**config.mk**
```make
export PLATFORM = sky130hd
export DESIGN_NAME = pack_layout_config
export DESIGN_NICKNAME = d
export VERILOG_FILES = /design/src/include/pack_cfg_pkg.sv /design/src/logic/pack_layout_config.sv
export SDC_FILE = /design/constraint.sdc
export NUM_CORES = 1
export LEC_CHECK = 0
export BUFFER_PORTS_ARGS = -buffer_cell sky130_fd_sc_hd__buf_2
export CAP_MARGIN = 10
export CORE_ASPECT_RATIO = 1.2
export CORE_MARGIN = 2
export CORE_UTILIZATION = 49
export CTS_CLUSTER_DIAMETER = 80
export DETAILED_ROUTE_END_ITERATION = 16
export PLACE_DENSITY = 0.82
export SYNTH_ARGS = -nofsm -noshare
export SYNTH_HDL_FRONTEND = slang
export SYNTH_SLANG_ARGS = --single-unit
```
**constraint.sdc**
```tcl
create_clock -name clk -period 2.69 [get_ports clk]
set_input_delay 0.1345 -clock clk [delete_from_list [all_inputs] [get_ports clk]]
set_output_delay 0.1345 -clock clk [all_outputs]
set_load 0.02 [all_outputs]
```
**src/include/pack_cfg_pkg.sv**
```systemverilog
// Constants for the pack layout configuration block
package pack_cfg_pkg;
  // Register byte addresses on the Avalon-MM slave
  localparam logic [7:0] PACK_LAYOUT_CONFIG_ADDR = 8'h18;
  localparam logic [7:0] IRQ_STATUS_ADDR         = 8'h1c;
  localparam logic [7:0] IRQ_MASK_ADDR           = 8'h20;

  // Field positions in pack_layout_config
  localparam int ENABLE_B_BIT  = 15;
  localparam int ENABLE_A_BIT  = 14;
  localparam int SETTLE_BIT    = 13;
  localparam int TAP_LSB       = 8;
  localparam int CELL_B_LSB    = 4;
  localparam int CELL_A_LSB    = 0;
  localparam int FIELD_W       = 4;
  localparam int CONFIG_W      = 16;

  // Reset value: both enables, settle delay, all codes 0xF
  localparam logic [15:0] CONFIG_RESET = 16'hefff;
  localparam logic [15:0] CONFIG_WMASK = 16'hefff; // Bit 12 reserved

  // Cell code range that the selectors support
  localparam logic [3:0] CODE_MIN = 4'h8;
  localparam logic [3:0] CODE_MAX = 4'he;
  localparam logic [3:0] CODE_OFF = 4'hf;
  localparam int         CELL_COUNT = 14;
  localparam int         SUPPLY_SW_COUNT = 7;

  // Interrupt status bit positions
  localparam int IRQ_W          = 3;
  localparam int EV_CELL_MISM   = 0;
  localparam int EV_ENABLE_MISM = 1;
  localparam int EV_SETTLE_DONE = 2;

  // Settling delay before the top-cell sample
  localparam int SETTLE_NS     = 30000;
  localparam int CLK_PERIOD_NS = 50;
  localparam int SETTLE_CYCLES =
    (SETTLE_NS + CLK_PERIOD_NS - 1) / CLK_PERIOD_NS;
  localparam int SETTLE_CNT_W  = 10;
endpackage

```
**src/logic/pack_layout_config.sv**
```systemverilog
// Pack layout register, switch-matrix decode and scan settling delay
// How it works
// - With flex-pack enabled and an agreed top-cell code of 0x8..0xE, the supply input connects to the cell switch pin of that index.
// - Top-cell codes 0x0..0x7 and 0xF open all supply selection switches and keep the common switch closed, which is the default.
// - The block tap field in bits 11:8 picks the divider's sense pin, and codes 0x0..0x7 act as 0xF, the block sense pin.
// - Block tap codes 0x8..0xE choose the matching cell sense pin.
// - With the effective flex enable at 0 the tap field is ignored and the block sense pin is used.
// - The block tap setting is decoded apart from the top-cell setting.
// - With the settle bit (bit 13, reset 1) set, an alternate-path scan waits 30 us before sampling the top cell, only in flex mode with a valid top cell.
// - The delay applies only when flex is enabled, the agreed top cell is 0x8..0xE and alternate-path select is 1.
// - Disagreeing top-cell copies mask no balance-switch alerts and force the supply selector off.
// - An agreed top-cell code of 0xF masks no balance-switch alerts and puts the supply selector off.
// - Alert masking follows the agreed top-cell code whatever the enable, supply selection only while enabled.
// - Bit 15 holds the second flex enable copy, reset 1, where 1 enables top-cell and block selection.
// - Top-cell copies sit in bits 3:0 and 7:4 and both reset to 0xF.
// - Disagreeing enable copies count as enabled but force the supply selector off.
//
// Implementation choices: the Avalon-MM register port and the placing of the registers.
`timescale 1ns/10ps
module pack_layout_config (
  // Clock and reset
  input  wire logic                                clk,
  input  wire logic                                reset,
  // Avalon-MM slave
  input  wire logic [7:0]                          address,
  input  wire logic                                read,
  input  wire logic                                write,
  input  wire logic [3:0]                          byteenable,
  input  wire logic [31:0]                         writedata,
  output logic      [31:0]                         readdata,
  output logic                                     waitrequest,
  // Scan engine handshake
  input  wire logic                                scanStart,
  input  wire logic                                altPathSelect,
  output logic                                     sampleGo,
  output logic                                     settleBusy,
  // Switch matrix controls
  output logic [pack_cfg_pkg::SUPPLY_SW_COUNT-1:0] supplySwitchOn,
  output logic                                     supplyCommonOn,
  output logic [pack_cfg_pkg::FIELD_W-1:0]         blockTapSelect,
  output logic [pack_cfg_pkg::CELL_COUNT-1:0]      balanceAlertMask,
  // Interrupt
  output logic                                     irq
);
  import pack_cfg_pkg::*;

  // Stored register bits and interrupt state
  logic [CONFIG_W-1:0]        config_r;
  logic [CONFIG_W-1:0]        config_nxt;
  logic [IRQ_W-1:0]           status_r;
  logic [IRQ_W-1:0]           status_nxt;
  logic [IRQ_W-1:0]           mask_r;
  logic [IRQ_W-1:0]           mask_nxt;
  logic                       cellMism_r;
  logic                       enMism_r;

  // Bus handshake state
  logic                       ack_r;
  logic [31:0]                readdata_r;
  logic [31:0]                readdata_nxt;

  // Settle counter state
  logic [SETTLE_CNT_W-1:0]    settle_r;
  logic [SETTLE_CNT_W-1:0]    settle_nxt;
  logic                       busy_r;
  logic                       busy_nxt;
  logic                       sampleGo_r;
  logic                       sampleGo_nxt;

  // Registered switch-matrix controls
  logic [SUPPLY_SW_COUNT-1:0] supplyOn_r;
  logic                       commonOn_r;
  logic [FIELD_W-1:0]         tap_r;
  logic [CELL_COUNT-1:0]      alertMask_r;

  // Decoded fields
  logic [FIELD_W-1:0]         cellA;
  logic [FIELD_W-1:0]         cellB;
  logic [FIELD_W-1:0]         tapCode;
  logic                       enA;
  logic                       enB;
  logic                       settleEn;

  // Qualified selections
  logic                       cellAgree;
  logic                       enAgree;
  logic                       flexOn;
  logic                       cellInRange;
  logic                       cellValid;
  logic                       tapValid;
  logic                       supplySel;
  logic [FIELD_W-1:0]         supplyIdx;
  logic [SUPPLY_SW_COUNT-1:0] supplyOnNxt;
  logic [CELL_COUNT-1:0]      alertMaskNxt;
  logic [FIELD_W-1:0]         tapNxt;

  // Scan qualification
  logic                       scanTake;
  logic                       delayApplies;
  logic                       settleLast;

  // Bus decode
  logic                       req;
  logic                       accept;
  logic                       hitCfg;
  logic                       hitSts;
  logic                       hitMsk;
  logic                       doWrite;
  logic                       wrCfg;
  logic                       wrSts;
  logic                       wrMsk;
  logic [CONFIG_W-1:0]        beMask;
  logic [CONFIG_W-1:0]        cfgWr;
  logic [IRQ_W-1:0]           w1c;
  logic [31:0]                rdMux;
  logic [IRQ_W-1:0]           events;

  // Field extraction
  assign cellA    = config_r[CELL_A_LSB +: FIELD_W];
  assign cellB    = config_r[CELL_B_LSB +: FIELD_W];
  assign tapCode  = config_r[TAP_LSB +: FIELD_W];
  assign enA      = config_r[ENABLE_A_BIT];
  assign enB      = config_r[ENABLE_B_BIT];
  assign settleEn = config_r[SETTLE_BIT];

  // Redundant copy checks; a disagreeing enable reads as enabled
  assign cellAgree   = (cellA == cellB);
  assign enAgree     = (enA == enB);
  assign flexOn      = enAgree ? enA : 1'b1;
  assign cellInRange = (cellA >= CODE_MIN) && (cellA <= CODE_MAX);
  assign cellValid   = cellAgree && cellInRange;
  assign tapValid    = (tapCode >= CODE_MIN) && (tapCode <= CODE_MAX);

  // Supply selector closes only when every check passes; a split enable
  // still feeds the tap but must never leave a supply switch closed
  assign supplySel = flexOn && enAgree && cellValid;
  assign supplyIdx = cellA - CODE_MIN;

  // Supply switch decode, one switch per supported top-cell code
  genvar gi;
  generate
    for (gi = 0; gi < SUPPLY_SW_COUNT; gi++) begin : g_sup
      assign supplyOnNxt[gi] = supplySel
        && (supplyIdx == FIELD_W'(gi));
    end
    // Channels above the agreed top cell have their alerts masked
    for (gi = 0; gi < CELL_COUNT; gi++) begin : g_msk
      assign alertMaskNxt[gi] = cellAgree && (cellA != CODE_OFF)
        && (FIELD_W'(gi + 1) > cellA);
    end
  endgenerate

  // Block tap decode kept apart from the top-cell path
  assign tapNxt =
    (flexOn && tapValid) ? tapCode : CODE_OFF;

  // Settling delay qualification
  assign scanTake     = scanStart && !busy_r;
  assign delayApplies = settleEn && flexOn && cellValid
                        && altPathSelect;
  assign settleLast   = busy_r
    && (settle_r == SETTLE_CNT_W'(SETTLE_CYCLES - 1));

  // A transfer lands on the edge where waitrequest is already low
  assign req     = (read || write) && !ack_r;
  assign accept  = (read || write) && ack_r;
  assign doWrite = write && accept;
  assign beMask  = {{8{byteenable[1]}}, {8{byteenable[0]}}};

  // Address decode, one register per address
  always_comb begin
    hitCfg = 1'b0;
    hitSts = 1'b0;
    hitMsk = 1'b0;
    if (address == PACK_LAYOUT_CONFIG_ADDR) begin
      hitCfg = 1'b1;
    end else if (address == IRQ_STATUS_ADDR) begin
      hitSts = 1'b1;
    end else if (address == IRQ_MASK_ADDR) begin
      hitMsk = 1'b1;
    end
  end

  // Write strobes and merged write data; reserved bit stays zero
  assign wrCfg = doWrite && hitCfg;
  assign wrSts = doWrite && hitSts && byteenable[0];
  assign wrMsk = doWrite && hitMsk && byteenable[0];
  assign cfgWr = (config_r & ~(beMask & CONFIG_WMASK))
               | (writedata[CONFIG_W-1:0] & beMask & CONFIG_WMASK);
  assign w1c        = wrSts ? writedata[IRQ_W-1:0] : '0;
  assign config_nxt = wrCfg ? cfgWr : config_r;
  assign mask_nxt   = wrMsk ? writedata[IRQ_W-1:0] : mask_r;

  // Read data selection; unmapped addresses read zero
  always_comb begin
    rdMux = 32'h0000_0000;
    if (hitCfg) begin
      rdMux = {16'h0000, config_r};
    end else if (hitSts) begin
      rdMux = {{(32-IRQ_W){1'b0}}, status_r};
    end else if (hitMsk) begin
      rdMux = {{(32-IRQ_W){1'b0}}, mask_r};
    end
  end
  assign readdata_nxt = req ? rdMux : readdata_r;

  // Events: new mismatches and settle completion; set beats clear
  assign events[EV_CELL_MISM]   = !cellAgree && !cellMism_r;
  assign events[EV_ENABLE_MISM] = !enAgree && !enMism_r;
  assign events[EV_SETTLE_DONE] = settleLast;
  assign status_nxt = (status_r & ~w1c) | events;

  // One wait cycle per access so read data is registered
  assign waitrequest = (read || write) && !ack_r;
  assign readdata    = readdata_r;

  // Bus handshake
  always_ff @(posedge clk or posedge reset) begin
    if (reset) begin
      ack_r      <= 1'b0;
      readdata_r <= 32'h0000_0000;
    end else begin
      ack_r      <= req;
      readdata_r <= readdata_nxt;
    end
  end

  // Stored register bits
  always_ff @(posedge clk or posedge reset) begin
    if (reset) begin
      config_r <= CONFIG_RESET;
      mask_r   <= '0;
    end else begin
      config_r <= config_nxt;
      mask_r   <= mask_nxt;
    end
  end

  // Interrupt status and mismatch history
  always_ff @(posedge clk or posedge reset) begin
    if (reset) begin
      status_r   <= '0;
      cellMism_r <= 1'b0;
      enMism_r   <= 1'b0;
    end else begin
      status_r   <= status_nxt;
      cellMism_r <= !cellAgree;
      enMism_r   <= !enAgree;
    end
  end

  // Settle counter next state; a start while busy is ignored so that
  // a running wait is never cut short
  always_comb begin
    busy_nxt     = busy_r;
    settle_nxt   = settle_r;
    sampleGo_nxt = settleLast;
    if (scanTake && delayApplies) begin
      busy_nxt   = 1'b1;
      settle_nxt = '0;
    end else if (scanTake) begin
      sampleGo_nxt = 1'b1;
    end else if (settleLast) begin
      busy_nxt = 1'b0;
    end else if (busy_r) begin
      settle_nxt = settle_r + 1'b1;
    end
  end

  // Settle counter registers
  always_ff @(posedge clk or posedge reset) begin
    if (reset) begin
      busy_r     <= 1'b0;
      settle_r   <= '0;
      sampleGo_r <= 1'b0;
    end else begin
      busy_r     <= busy_nxt;
      settle_r   <= settle_nxt;
      sampleGo_r <= sampleGo_nxt;
    end
  end

  // Decoded controls registered so the switch lines never glitch
  always_ff @(posedge clk or posedge reset) begin
    if (reset) begin
      supplyOn_r  <= '0;
      commonOn_r  <= 1'b1;
      tap_r       <= CODE_OFF;
      alertMask_r <= '0;
    end else begin
      supplyOn_r  <= supplyOnNxt;
      commonOn_r  <= !supplySel;
      tap_r       <= tapNxt;
      alertMask_r <= alertMaskNxt;
    end
  end

  assign supplySwitchOn   = supplyOn_r;
  assign supplyCommonOn   = commonOn_r;
  assign blockTapSelect   = tap_r;
  assign balanceAlertMask = alertMask_r;
  assign sampleGo         = sampleGo_r;
  assign settleBusy       = busy_r;
  assign irq              = |(status_r & mask_r);
endmodule

```
==> results of run 1 <==
[worst reg2reg max path, cell delays in order, from the launching register on]
cell     delay [ps]
dfstp_2         690
xnor2_1         180
nand4_2         360
or4b_1          610
nor2_1          130
[logic make-up after synthesis]
logic type,Yosys count
buffers and inverters,41
muxes,16
and+or+nand+nor,87
other,2
adders and majority gates,3
AOI/OAI and AO/OA,44
xor gates and xnor gates,11
DFF,77
[power by group]
group / internal [mW] / total (mW) / switching, mW
logic: 0.0584 / 0.198 / 0.140
clock network: 0.427 / 0.844 / 0.417
registers: 1.19 / 1.21 / 0.0131
total: 1.68 / 2.25 / 0.570
[routing by layer]
metal  routed length, microns  global-route usage (%)  vias to the layer above  share of wire, %
met1                     2790                    24.7                     1092                43
met2                     3220                    29.1                       82                50
met3                      333                    3.56                        9               5.2
met5                        0                       0                        -                 0
li1                         -                       -                     1084                 -
met4                       98                    8.76                        0               1.5
[layout by cell type, fill, tap and decap left out, types with 7 or more instances in the layout]
cell type / Yosys / layout
conb_1: 2 / 18
buf_2: 3 / 75
o21ai_0: 13 / 13
mux2_1: 8 / 8
a21oi_1: 9 / 9
nand2_1: 18 / 18
inv_1: 14 / 13
nand2b_1: 11 / 11
nor2_1: 20 / 20
dfstp_2: 20 / 20
clkbuf_8: 0 / 9
mux2_2: 7 / 7
dfrtp_1: 57 / 57
a22o_1: 15 / 15
xnor2_1: 7 / 7
[area by class of cell]
class                           count  area (sq um)  share of cell area, %
Sequential cell                    77          1950                   50.1
Multi-Input combinational cell    179          1190                   30.6
Timing Repair Buffer               79           405                   10.4
Clock buffer                       10           128                   3.27
Tap cell                           85           106                   2.73
Clock inverter                      6          63.8                   1.64
Inverter                           14          52.6                   1.35
[worst max-delay path by stage]
stage / endpoint / slack, ps / cells past startpoint
6_report: supplySwitchOn[6] / 670 / 4
5_1_grt: supplySwitchOn[6] / 460 / 4
4_1_cts: supplySwitchOn[6] / 650 / 4
3_5_place_dp: supplySwitchOn[6] / 670 / 4
3_3_place_gp: supplySwitchOn[6] / 730 / 4
2_1_floorplan: ack_r / 620 / 1
==> out/results.tsv, run 1 <==
stage	metric	value	unit
clock_network	clk buf depth	2	
synth	post-synthesis simple-gate area fraction	14.9	%
clock_network	clk root buf	clkbuf_8	
critical_path	slowest stage delay, CP	690	ps
min_path	hold crit path type	primary input to flip-flop	
grt	initial antenna violation count	0	
clock_network	Post-CTS Hold Buffers	0	
min_path	min-delay src	writedata[6]	
synth	adder-cell area share of the yosys netlist	1.13	%
synth	leading area contributor after synthesis	dfrtp_1	
cells_and_area	post-layout util	60.1	%
cells_and_area	Final nets	413	
synth	sequential share of the synthesized area	58.9	%
min_path	WHS Path Cells	2	
clock_network	maximum level of the CTS H-tree	3	
synth	Primary FF master, synth	dfrtp_1	
floorplan	Die W	79.1	microns
routing	DR vias	2267	
cells_and_area	fill cell count	546	
routing	Starting DRT DRC Count	143	
sta	Final Max Slew Viols	0	
grt	Total GRT Usage	18.5	%
sta	fin crit share	75.2	%
synth	FF+latch count, synth	77	
sta	Setup-failing EPs final	0	
sta	RSZ-0062 raised after global routing	false	
floorplan	I/O Pins	112	
synth	Avg Cell Area, Syn	11.8	sq um
critical_path	Setup CP Type	flip-flop to flip-flop	
grt	grt total ovfl	0	
routing	DR DRC count	0	
power_and_ir_drop	peak supply drop	279	uV
routing	routed len/inst	14.3	microns
sta	final clock skew	10.1	ps
cells_and_area	Finished Layout Cells	450	
sta	Worst-Margin Slew	906	ps
routing	DRT Wirelength	6.44	mm
routing	post-DR vias/cell	5.04	
critical_path	flop2flop setup slack	670	ps
clock_network	clock-pin slew on the worst setup and hold paths	80	ps
sta	total negative slack	0	ps
floorplan	die height	94.1	microns
sta	minimum clock period	2020	ps
placed_design	cell total after placement	434	
cells_and_area	Design Area, Final	0.00390	sq mm
routing	Routed Antenna Nets	0	
clock_network	total CTS buffers	9	
cells_and_area	P&R area growth vs syn	17.7	%
cells_and_area	ANT cells	0	
placed_design	DP HPWL	4.65	mm
power_and_ir_drop	pwr/cell area	577	mW/mm^2
routing	Pre-Repair DR Iteration Count	4	
placed_design	GPL Wtd Cong	0.846	
critical_path	CP Launch Type	flip-flop	
critical_path	Worst setup EP type	flip-flop	
synth	XOR/XNOR share of the synthesized area	3.14	%
grt	vias in the first global route	2181	
power_and_ir_drop	Total Power	2.25	mW
clock_network	post_cts resized	0	
synth	synth unique cells	47	
flow_run	MaxCap Viol Count	0	
clock_network	clock tree from TritonCTS	yes	
critical_path	worst path cell trace	xnor2_1 > nand4_2 > or4b_1 > nor2_1	
floorplan	row cnt	32	
critical_path	Crit path max-delay family	simple AND/OR/NAND/NOR gates	
synth	largest family of logic cells by synthesized area	simple AND/OR/NAND/NOR gates	
placed_design	pre-CTS setup slack	674	ps
critical_path	Reg2Reg Depth	4	
synth	synthesized area	0.00331	sq mm
clock_network	clk_lat worst skew	350	ps
synth	count leader, synth	dfrtp_1	
synth	YS warnings	0	
critical_path	buffer and inverter count on the worst path	0	
synth	ranking of synthesized cells by area	dfrtp_1, dfstp_2, buf_4, a22o_1, mux2_1	
synth	Syn Inst Count	281	
critical_path	CP arrival	2300	ps
critical_path	RR Endpoint	supplySwitchOn[6]	
floorplan	DIE AREA	0.00744	sq mm
power_and_ir_drop	Leak Pwr	1.79	nW
sta	Setup WS post-layout	667	ps
sta	Final Hold Viols	0	
synth	Post-synth EDFFs	0	
synth	mux share of post-synthesis cell area	5.40	%
sta	Fmax	494	MHz
synth	Synth Area in Compound Gates	9.37	%
clock_network	clock net sink count	77	
sta	hold_ws	8.96	ps
synth	FFs w/ async S/R, synth	100	%
placed_design	Port-buffer cells	75	
critical_path	CP Max Fanout	15	
grt	largest net degree at the start of global routing	78	
sta	Slew Limit Headroom	39.6	%
critical_path	Slowest cell on crit path	dfstp_2	
synth	share of the synthesized area in the top cell type	43.1	%
critical_path	CP required	2960	ps
cells_and_area	share of layout cells above drive strength 1	35.9	%
floorplan	core area	0.00649	sq mm
floorplan	Starting Density	51.1	%
placed_design	Placed Area	0.00371	sq mm
outcome	status	finished clean	
synth	most instantiated cells after synthesis	dfrtp_1, dfstp_2, nor2_1	
grt	first-pass GRT wire length	10.4	mm
clock_network	Post-CTS Setup Inserts	0	
Note: power is estimated with default switching activity, not from simulation.
==> run 2: changes to the inputs <==
Settings changed: CORE_UTILIZATION 49 to 45, PLACE_DENSITY 0.82 to 0.8.
Clock period 2.69 ns to 1.79 ns, I/O delays scaled along.
==> run 2 against run 1 <==
Clock skew rose by 1.5 ps. Final area increased by 7.0%. Sequential power is 50% higher. First-iteration DRC count down 50%. Worst setup slack worse by 570 ps. Critical path depth stayed put. Sequential share of layout area shrank 3.3 points. Cell count increased by 6.4%. Routed wire length up 0.50%. Combinational power up 74%. Highest routed layer unchanged.
==> out/results.tsv, run 2 (synthesized netlist as in run 1, its figures left out) <==
stage	metric	value	unit
outcome	status	finished clean	
cells_and_area	share of layout cells above drive strength 1	36.0	%
cells_and_area	Final nets	437	
grt	vias in the first global route	2309	
routing	Pre-Repair DR Iteration Count	4	
routing	Routed Antenna Nets	0	
critical_path	CP Launch Type	flip-flop	
floorplan	Die W	82.3	microns
sta	Fmax	591	MHz
power_and_ir_drop	Total Power	3.45	mW
flow_run	MaxCap Viol Count	0	
sta	Setup-failing EPs final	0	
floorplan	Starting Density	46.1	%
cells_and_area	commonest non-fill, non-tap cells in the layout	buf_2, dfrtp_1, nor2_1, dfstp_2	
min_path	hold crit path type	primary input to flip-flop	
placed_design	GPL Wtd Cong	0.837	
cells_and_area	ANT cells	0	
critical_path	CP required	2070	ps
power_and_ir_drop	pwr/cell area	826	mW/mm^2
critical_path	worst path cell trace	xnor2_1 > nand4_4 > or4b_1 > nor2_1	
floorplan	row cnt	34	
placed_design	DP HPWL	4.81	mm
sta	Final Max Slew Viols	0	
cells_and_area	P&R area growth vs syn	25.9	%
cells_and_area	post-layout util	58.0	%
sta	Slew Limit Headroom	59.8	%
clock_network	clk_lat worst skew	350	ps
critical_path	Worst setup EP type	flip-flop	
critical_path	Setup CP Type	flip-flop to flip-flop	
critical_path	Slowest cell on crit path	dfstp_2	
clock_network	clock tree from TritonCTS	yes	
grt	largest net degree at the start of global routing	27	
sta	Final Hold Viols	0	
sta	minimum clock period	1690	ps
routing	DR vias	2334	
placed_design	Port-buffer cells	75	
sta	total negative slack	0	ps
clock_network	clock net sink count	77	
sta	hold_ws	12.8	ps
sta	fin crit share	94.5	%
sta	Worst-Margin Slew	601	ps
critical_path	CP arrival	1970	ps
power_and_ir_drop	Leak Pwr	1.92	nW
critical_path	CP Max Fanout	10	
clock_network	clock-pin slew on the worst setup and hold paths	80	ps
grt	first-pass GRT wire length	10.5	mm
clock_network	maximum level of the CTS H-tree	3	
routing	DRT Wirelength	6.47	mm
clock_network	Post-CTS Setup Inserts	0	
clock_network	clk root buf	clkbuf_8	
routing	Starting DRT DRC Count	71	
floorplan	die height	98.0	microns
cells_and_area	fill cell count	601	
sta	RSZ-0062 raised after global routing	false	
grt	Total GRT Usage	17.2	%
cells_and_area	most common cell after layout, fill and taps aside	buf_2	
routing	routed len/inst	13.5	microns
clock_network	clk buf depth	2	
floorplan	DIE AREA	0.00806	sq mm
sta	final clock skew	11.6	ps
floorplan	I/O Pins	112	
power_and_ir_drop	peak supply drop	628	uV
grt	initial antenna violation count	0	
floorplan	core area	0.00719	sq mm
grt	grt total ovfl	0	
routing	DR DRC count	0	
routing	post-DR vias/cell	4.87	
clock_network	total CTS buffers	9	
critical_path	slowest stage delay, CP	560	ps
[run 2: changes by cell type in the layout (fill, tap and decap cells not counted), sizes merged]
cell / before / now
dlygate4sd3: 0 / 15
buf: 79 / 88
clkbuf: 10 / 11
inv: 14 / 13
[run 2: cell type report]
cell class                 count  area (sq um)  share of cell area (%)
inverter                      14          56.3                    1.35
sequential                    77          1950                    46.8
multi-input combinational    179          1200                    28.8
clock buffer                  11           141                    3.39
clock inverter                 5          60.1                    1.44
timing repair buffer         103           648                    15.5
tap                           90           113                    2.70
[run 2: worst max-delay path: cells and delay by family (launching register included)]
kind	cells	cell delay [ps]
simple gates	3	880
xor+xnor	1	180
flops	1	560
[run 2: final timing paths]
path,from,to,slack (ps),cells past startpoint
max in group asynchronous,reset,supplyCommonOn,810,4
min,writedata[1],flip-flop,10,2
min in group asynchronous,reset,balanceAlertMask[13],360,3
max reg2reg,flip-flop,supplySwitchOn[6],100,4
min reg2reg,enMism_r,status_r[1],440,1
max,flip-flop,supplySwitchOn[6],100,4
[run 2: where the power goes]
part / switching [mW] / internal, mW / leakage, nW / total (mW)
registers: 0.0165 / 1.80 / 0.905 / 1.81
clock network: 0.605 / 0.684 / 0.0995 / 1.29
logic: 0.220 / 0.125 / 0.913 / 0.344
total: 0.841 / 2.60 / 1.92 / 3.45
[run 2: routing by layer]
layer / vias to the layer above / global-route usage, % / share of wire (%)
li1: 1133 / - / -
met1: 1118 / 20.3 / 40
met2: 73 / 28.9 / 52
met3: 10 / 5.45 / 6.2
met4: 0 / 6.15 / 1.5
met5: - / 0 / 0
[run 2: per-stage QoR]
step	cell area [sq um]	cells	setup WS, ps
5_1_grt	4170	479	12.3
3_5_place_dp	3810	448	56.2
4_1_cts	4150	478	30.6
6_report	4170	479	99.1
2_1_floorplan	3380	297	189
3_3_place_gp	3810	448	111
[run 2: what timing repair did]
item | 4_1_cts | 5_1_grt
gates resized for setup | 0 | 1
hold endpoints to repair | 36 | 1
endpoints found under the setup margin | 0 | 2
hold buffers | 14 | 1
==> run 3: changes to the inputs <==
Settings changed: CORE_UTILIZATION 45 to 49, PLACE_DENSITY 0.8 to 0.82.
Clock period 1.79 ns to 1.7 ns, I/O delays scaled along.
==> run 3 against run 2 <==
Die area down 7.8%. Sequential share of layout area down 1.2 points. Worst setup slack worse by 94 ps. Global-route usage up 1.1 points. Utilization up 8.0 points. Hold slack worse by 2.2 ps. Combinational power up 12%. Clock skew down 5.0 ps. Clock-buffer cell count up 1. First-iteration DRC count up 92%. Clock power up 8%.
==> out/results.tsv, run 3 (synthesized netlist as in run 1, its figures left out) <==
stage	metric	value	unit
floorplan	I/O Pins	112	
power_and_ir_drop	peak supply drop	402	uV
sta	Final Hold Viols	0	
clock_network	clock tree from TritonCTS	yes	
critical_path	CP arrival	1970	ps
grt	grt total ovfl	0	
cells_and_area	most common cell after layout, fill and taps aside	buf_2	
floorplan	row cnt	32	
grt	vias in the first global route	2283	
floorplan	Starting Density	51.1	%
routing	Pre-Repair DR Iteration Count	6	
critical_path	CP Launch Type	flip-flop	
critical_path	end point of the critical path	supplySwitchOn[6]	
critical_path	CP Max Fanout	5	
cells_and_area	share of layout cells above drive strength 1	39.0	%
grt	initial antenna violation count	0	
routing	post-DR vias/cell	5.08	
critical_path	Setup CP Type	flip-flop to flip-flop	
cells_and_area	Final nets	443	
clock_network	clk buf depth	2	
placed_design	GPL Wtd Cong	0.901	
sta	fin crit share	99.7	%
placed_design	DP HPWL	4.54	mm
routing	DR vias	2436	
floorplan	core area	0.00649	sq mm
clock_network	clk_lat worst skew	340	ps
clock_network	clock-pin slew on the worst setup and hold paths	80	ps
routing	Starting DRT DRC Count	136	
power_and_ir_drop	Leak Pwr	1.96	nW
placed_design	Port-buffer cells	75	
routing	routed len/inst	14.7	microns
power_and_ir_drop	switching power	0.896	mW
floorplan	Die W	79.1	microns
power_and_ir_drop	Total Power	3.68	mW
clock_network	clock net sink count	77	
floorplan	die height	94.1	microns
critical_path	RR Endpoint	supplySwitchOn[6]	
power_and_ir_drop	combinational cell fraction of total power	10.4	%
critical_path	Worst setup EP type	flip-flop	
power_and_ir_drop	Int Power	2.79	mW
cells_and_area	ANT cells	0	
clock_network	clk root buf	clkbuf_8	
sta	final clock skew	6.62	ps
clock_network	total CTS buffers	9	
min_path	WHS Path Cells	2	
sta	Setup-failing EPs final	0	
routing	Routed Antenna Nets	0	
floorplan	DIE AREA	0.00744	sq mm
min_path	hold crit path type	primary input to flip-flop	
routing	DR DRC count	0	
critical_path	Reg2Reg Depth	4	
sta	minimum clock period	1690	ps
power_and_ir_drop	pwr/cell area	860	mW/mm^2
power_and_ir_drop	part of the power in registers	51.9	%
critical_path	flop2flop setup slack	5	ps
grt	largest net degree at the start of global routing	78	
flow_run	MaxCap Viol Count	0	
critical_path	CP required	1970	ps
grt	first-pass GRT wire length	10.5	mm
sta	Fmax	590	MHz
outcome	status	finished clean	
routing	DRT Wirelength	7.05	mm
clock_network	maximum level of the CTS H-tree	3	
cells_and_area	P&R area growth vs syn	29.3	%
grt	Total GRT Usage	18.3	%
sta	Final Max Slew Viols	0	
power_and_ir_drop	Switching Share	24.3	%
power_and_ir_drop	clock power share	37.7	%
cells_and_area	commonest non-fill, non-tap cells in the layout	buf_2, dfrtp_1, dfstp_2	
sta	total negative slack	0	ps
## run 3: changes by cell type in the layout (fill, tap and decap cells not counted), moves of 2 or more
cell	before	now
xnor2_1	7	4
clkinv_4	2	0
xnor2_4	0	4
nor2_1	20	18
buf_4	11	19
dlygate4sd3_1	15	13
nor2_2	0	2
## run 3: worst max-delay path, cell delays in order (launching register included)
cell     delay (ps)
dfstp_2         600
xnor2_4         140
nand4_4         180
or4b_4          590
nor2_2          120
## run 3: worst min-delay path by stage
stage,from,to
after floorplan,writedata[0],flip-flop
after global placement,reset,balanceAlertMask[13]
after detailed placement,reset,balanceAlertMask[13]
after CTS,writedata[0],flip-flop
after global routing,writedata[0],flip-flop
final,writedata[0],flip-flop
## run 3: through the flow
step	std cells	setup slack [ps]	util, %	area, sq um	hold WS, ps
2_1_floorplan	297	99.0	-	3380	221
5_1_grt	480	-26.8	66.0	4280	3.02
3_3_place_gp	443	18.1	58.4	3790	222
6_report	480	5.17	66.0	4280	10.6
3_5_place_dp	443	-12.4	58.4	3790	226
4_1_cts	472	26.5	63.7	4130	9.97
## run 3: power groups by stage
stage	registers [mW]	clock network [mW]	logic (mW)
floorplan	2.00	0	0.178
global placement	1.94	0	0.332
detailed placement	1.94	0	0.336
CTS	1.91	1.40	0.362
global route	1.91	1.51	0.418
finish	1.91	1.39	0.384
## run 3: area by class of cell
type / count / area [sq um]
Clock buffer: 12 / 155
Timing Repair Buffer: 108 / 668
Tap cell: 85 / 106
Clock inverter: 4 / 47.5
Inverter: 14 / 56.3
Multi-Input combinational cell: 180 / 1300
Sequential cell: 77 / 1950
Fill cell: 501 / 2200
## run 3: metal layers
metal / part of all wire [%] / GRT usage, % / vias to the layer above
met5: 0 / 0 / -
met4: 2.8 / 9.63 / 0
met3: 7.4 / 2.60 / 23
met2: 51 / 28.8 / 115
met1: 39 / 24.6 / 1154
li1: - / - / 1144
## run 3: timing repair
| item | CTS | global route |
|---|---|---|
| hold buffers | 13 | 0 |
| gates resized for setup | 1 | 13 |
| endpoints found under the setup margin | 3 | 14 |
| pin swaps | 1 | 8 |
| gates cloned | 0 | 2 |
| setup buffers | 0 | 6 |
| endpoints found under the hold margin | 69 | 0 |
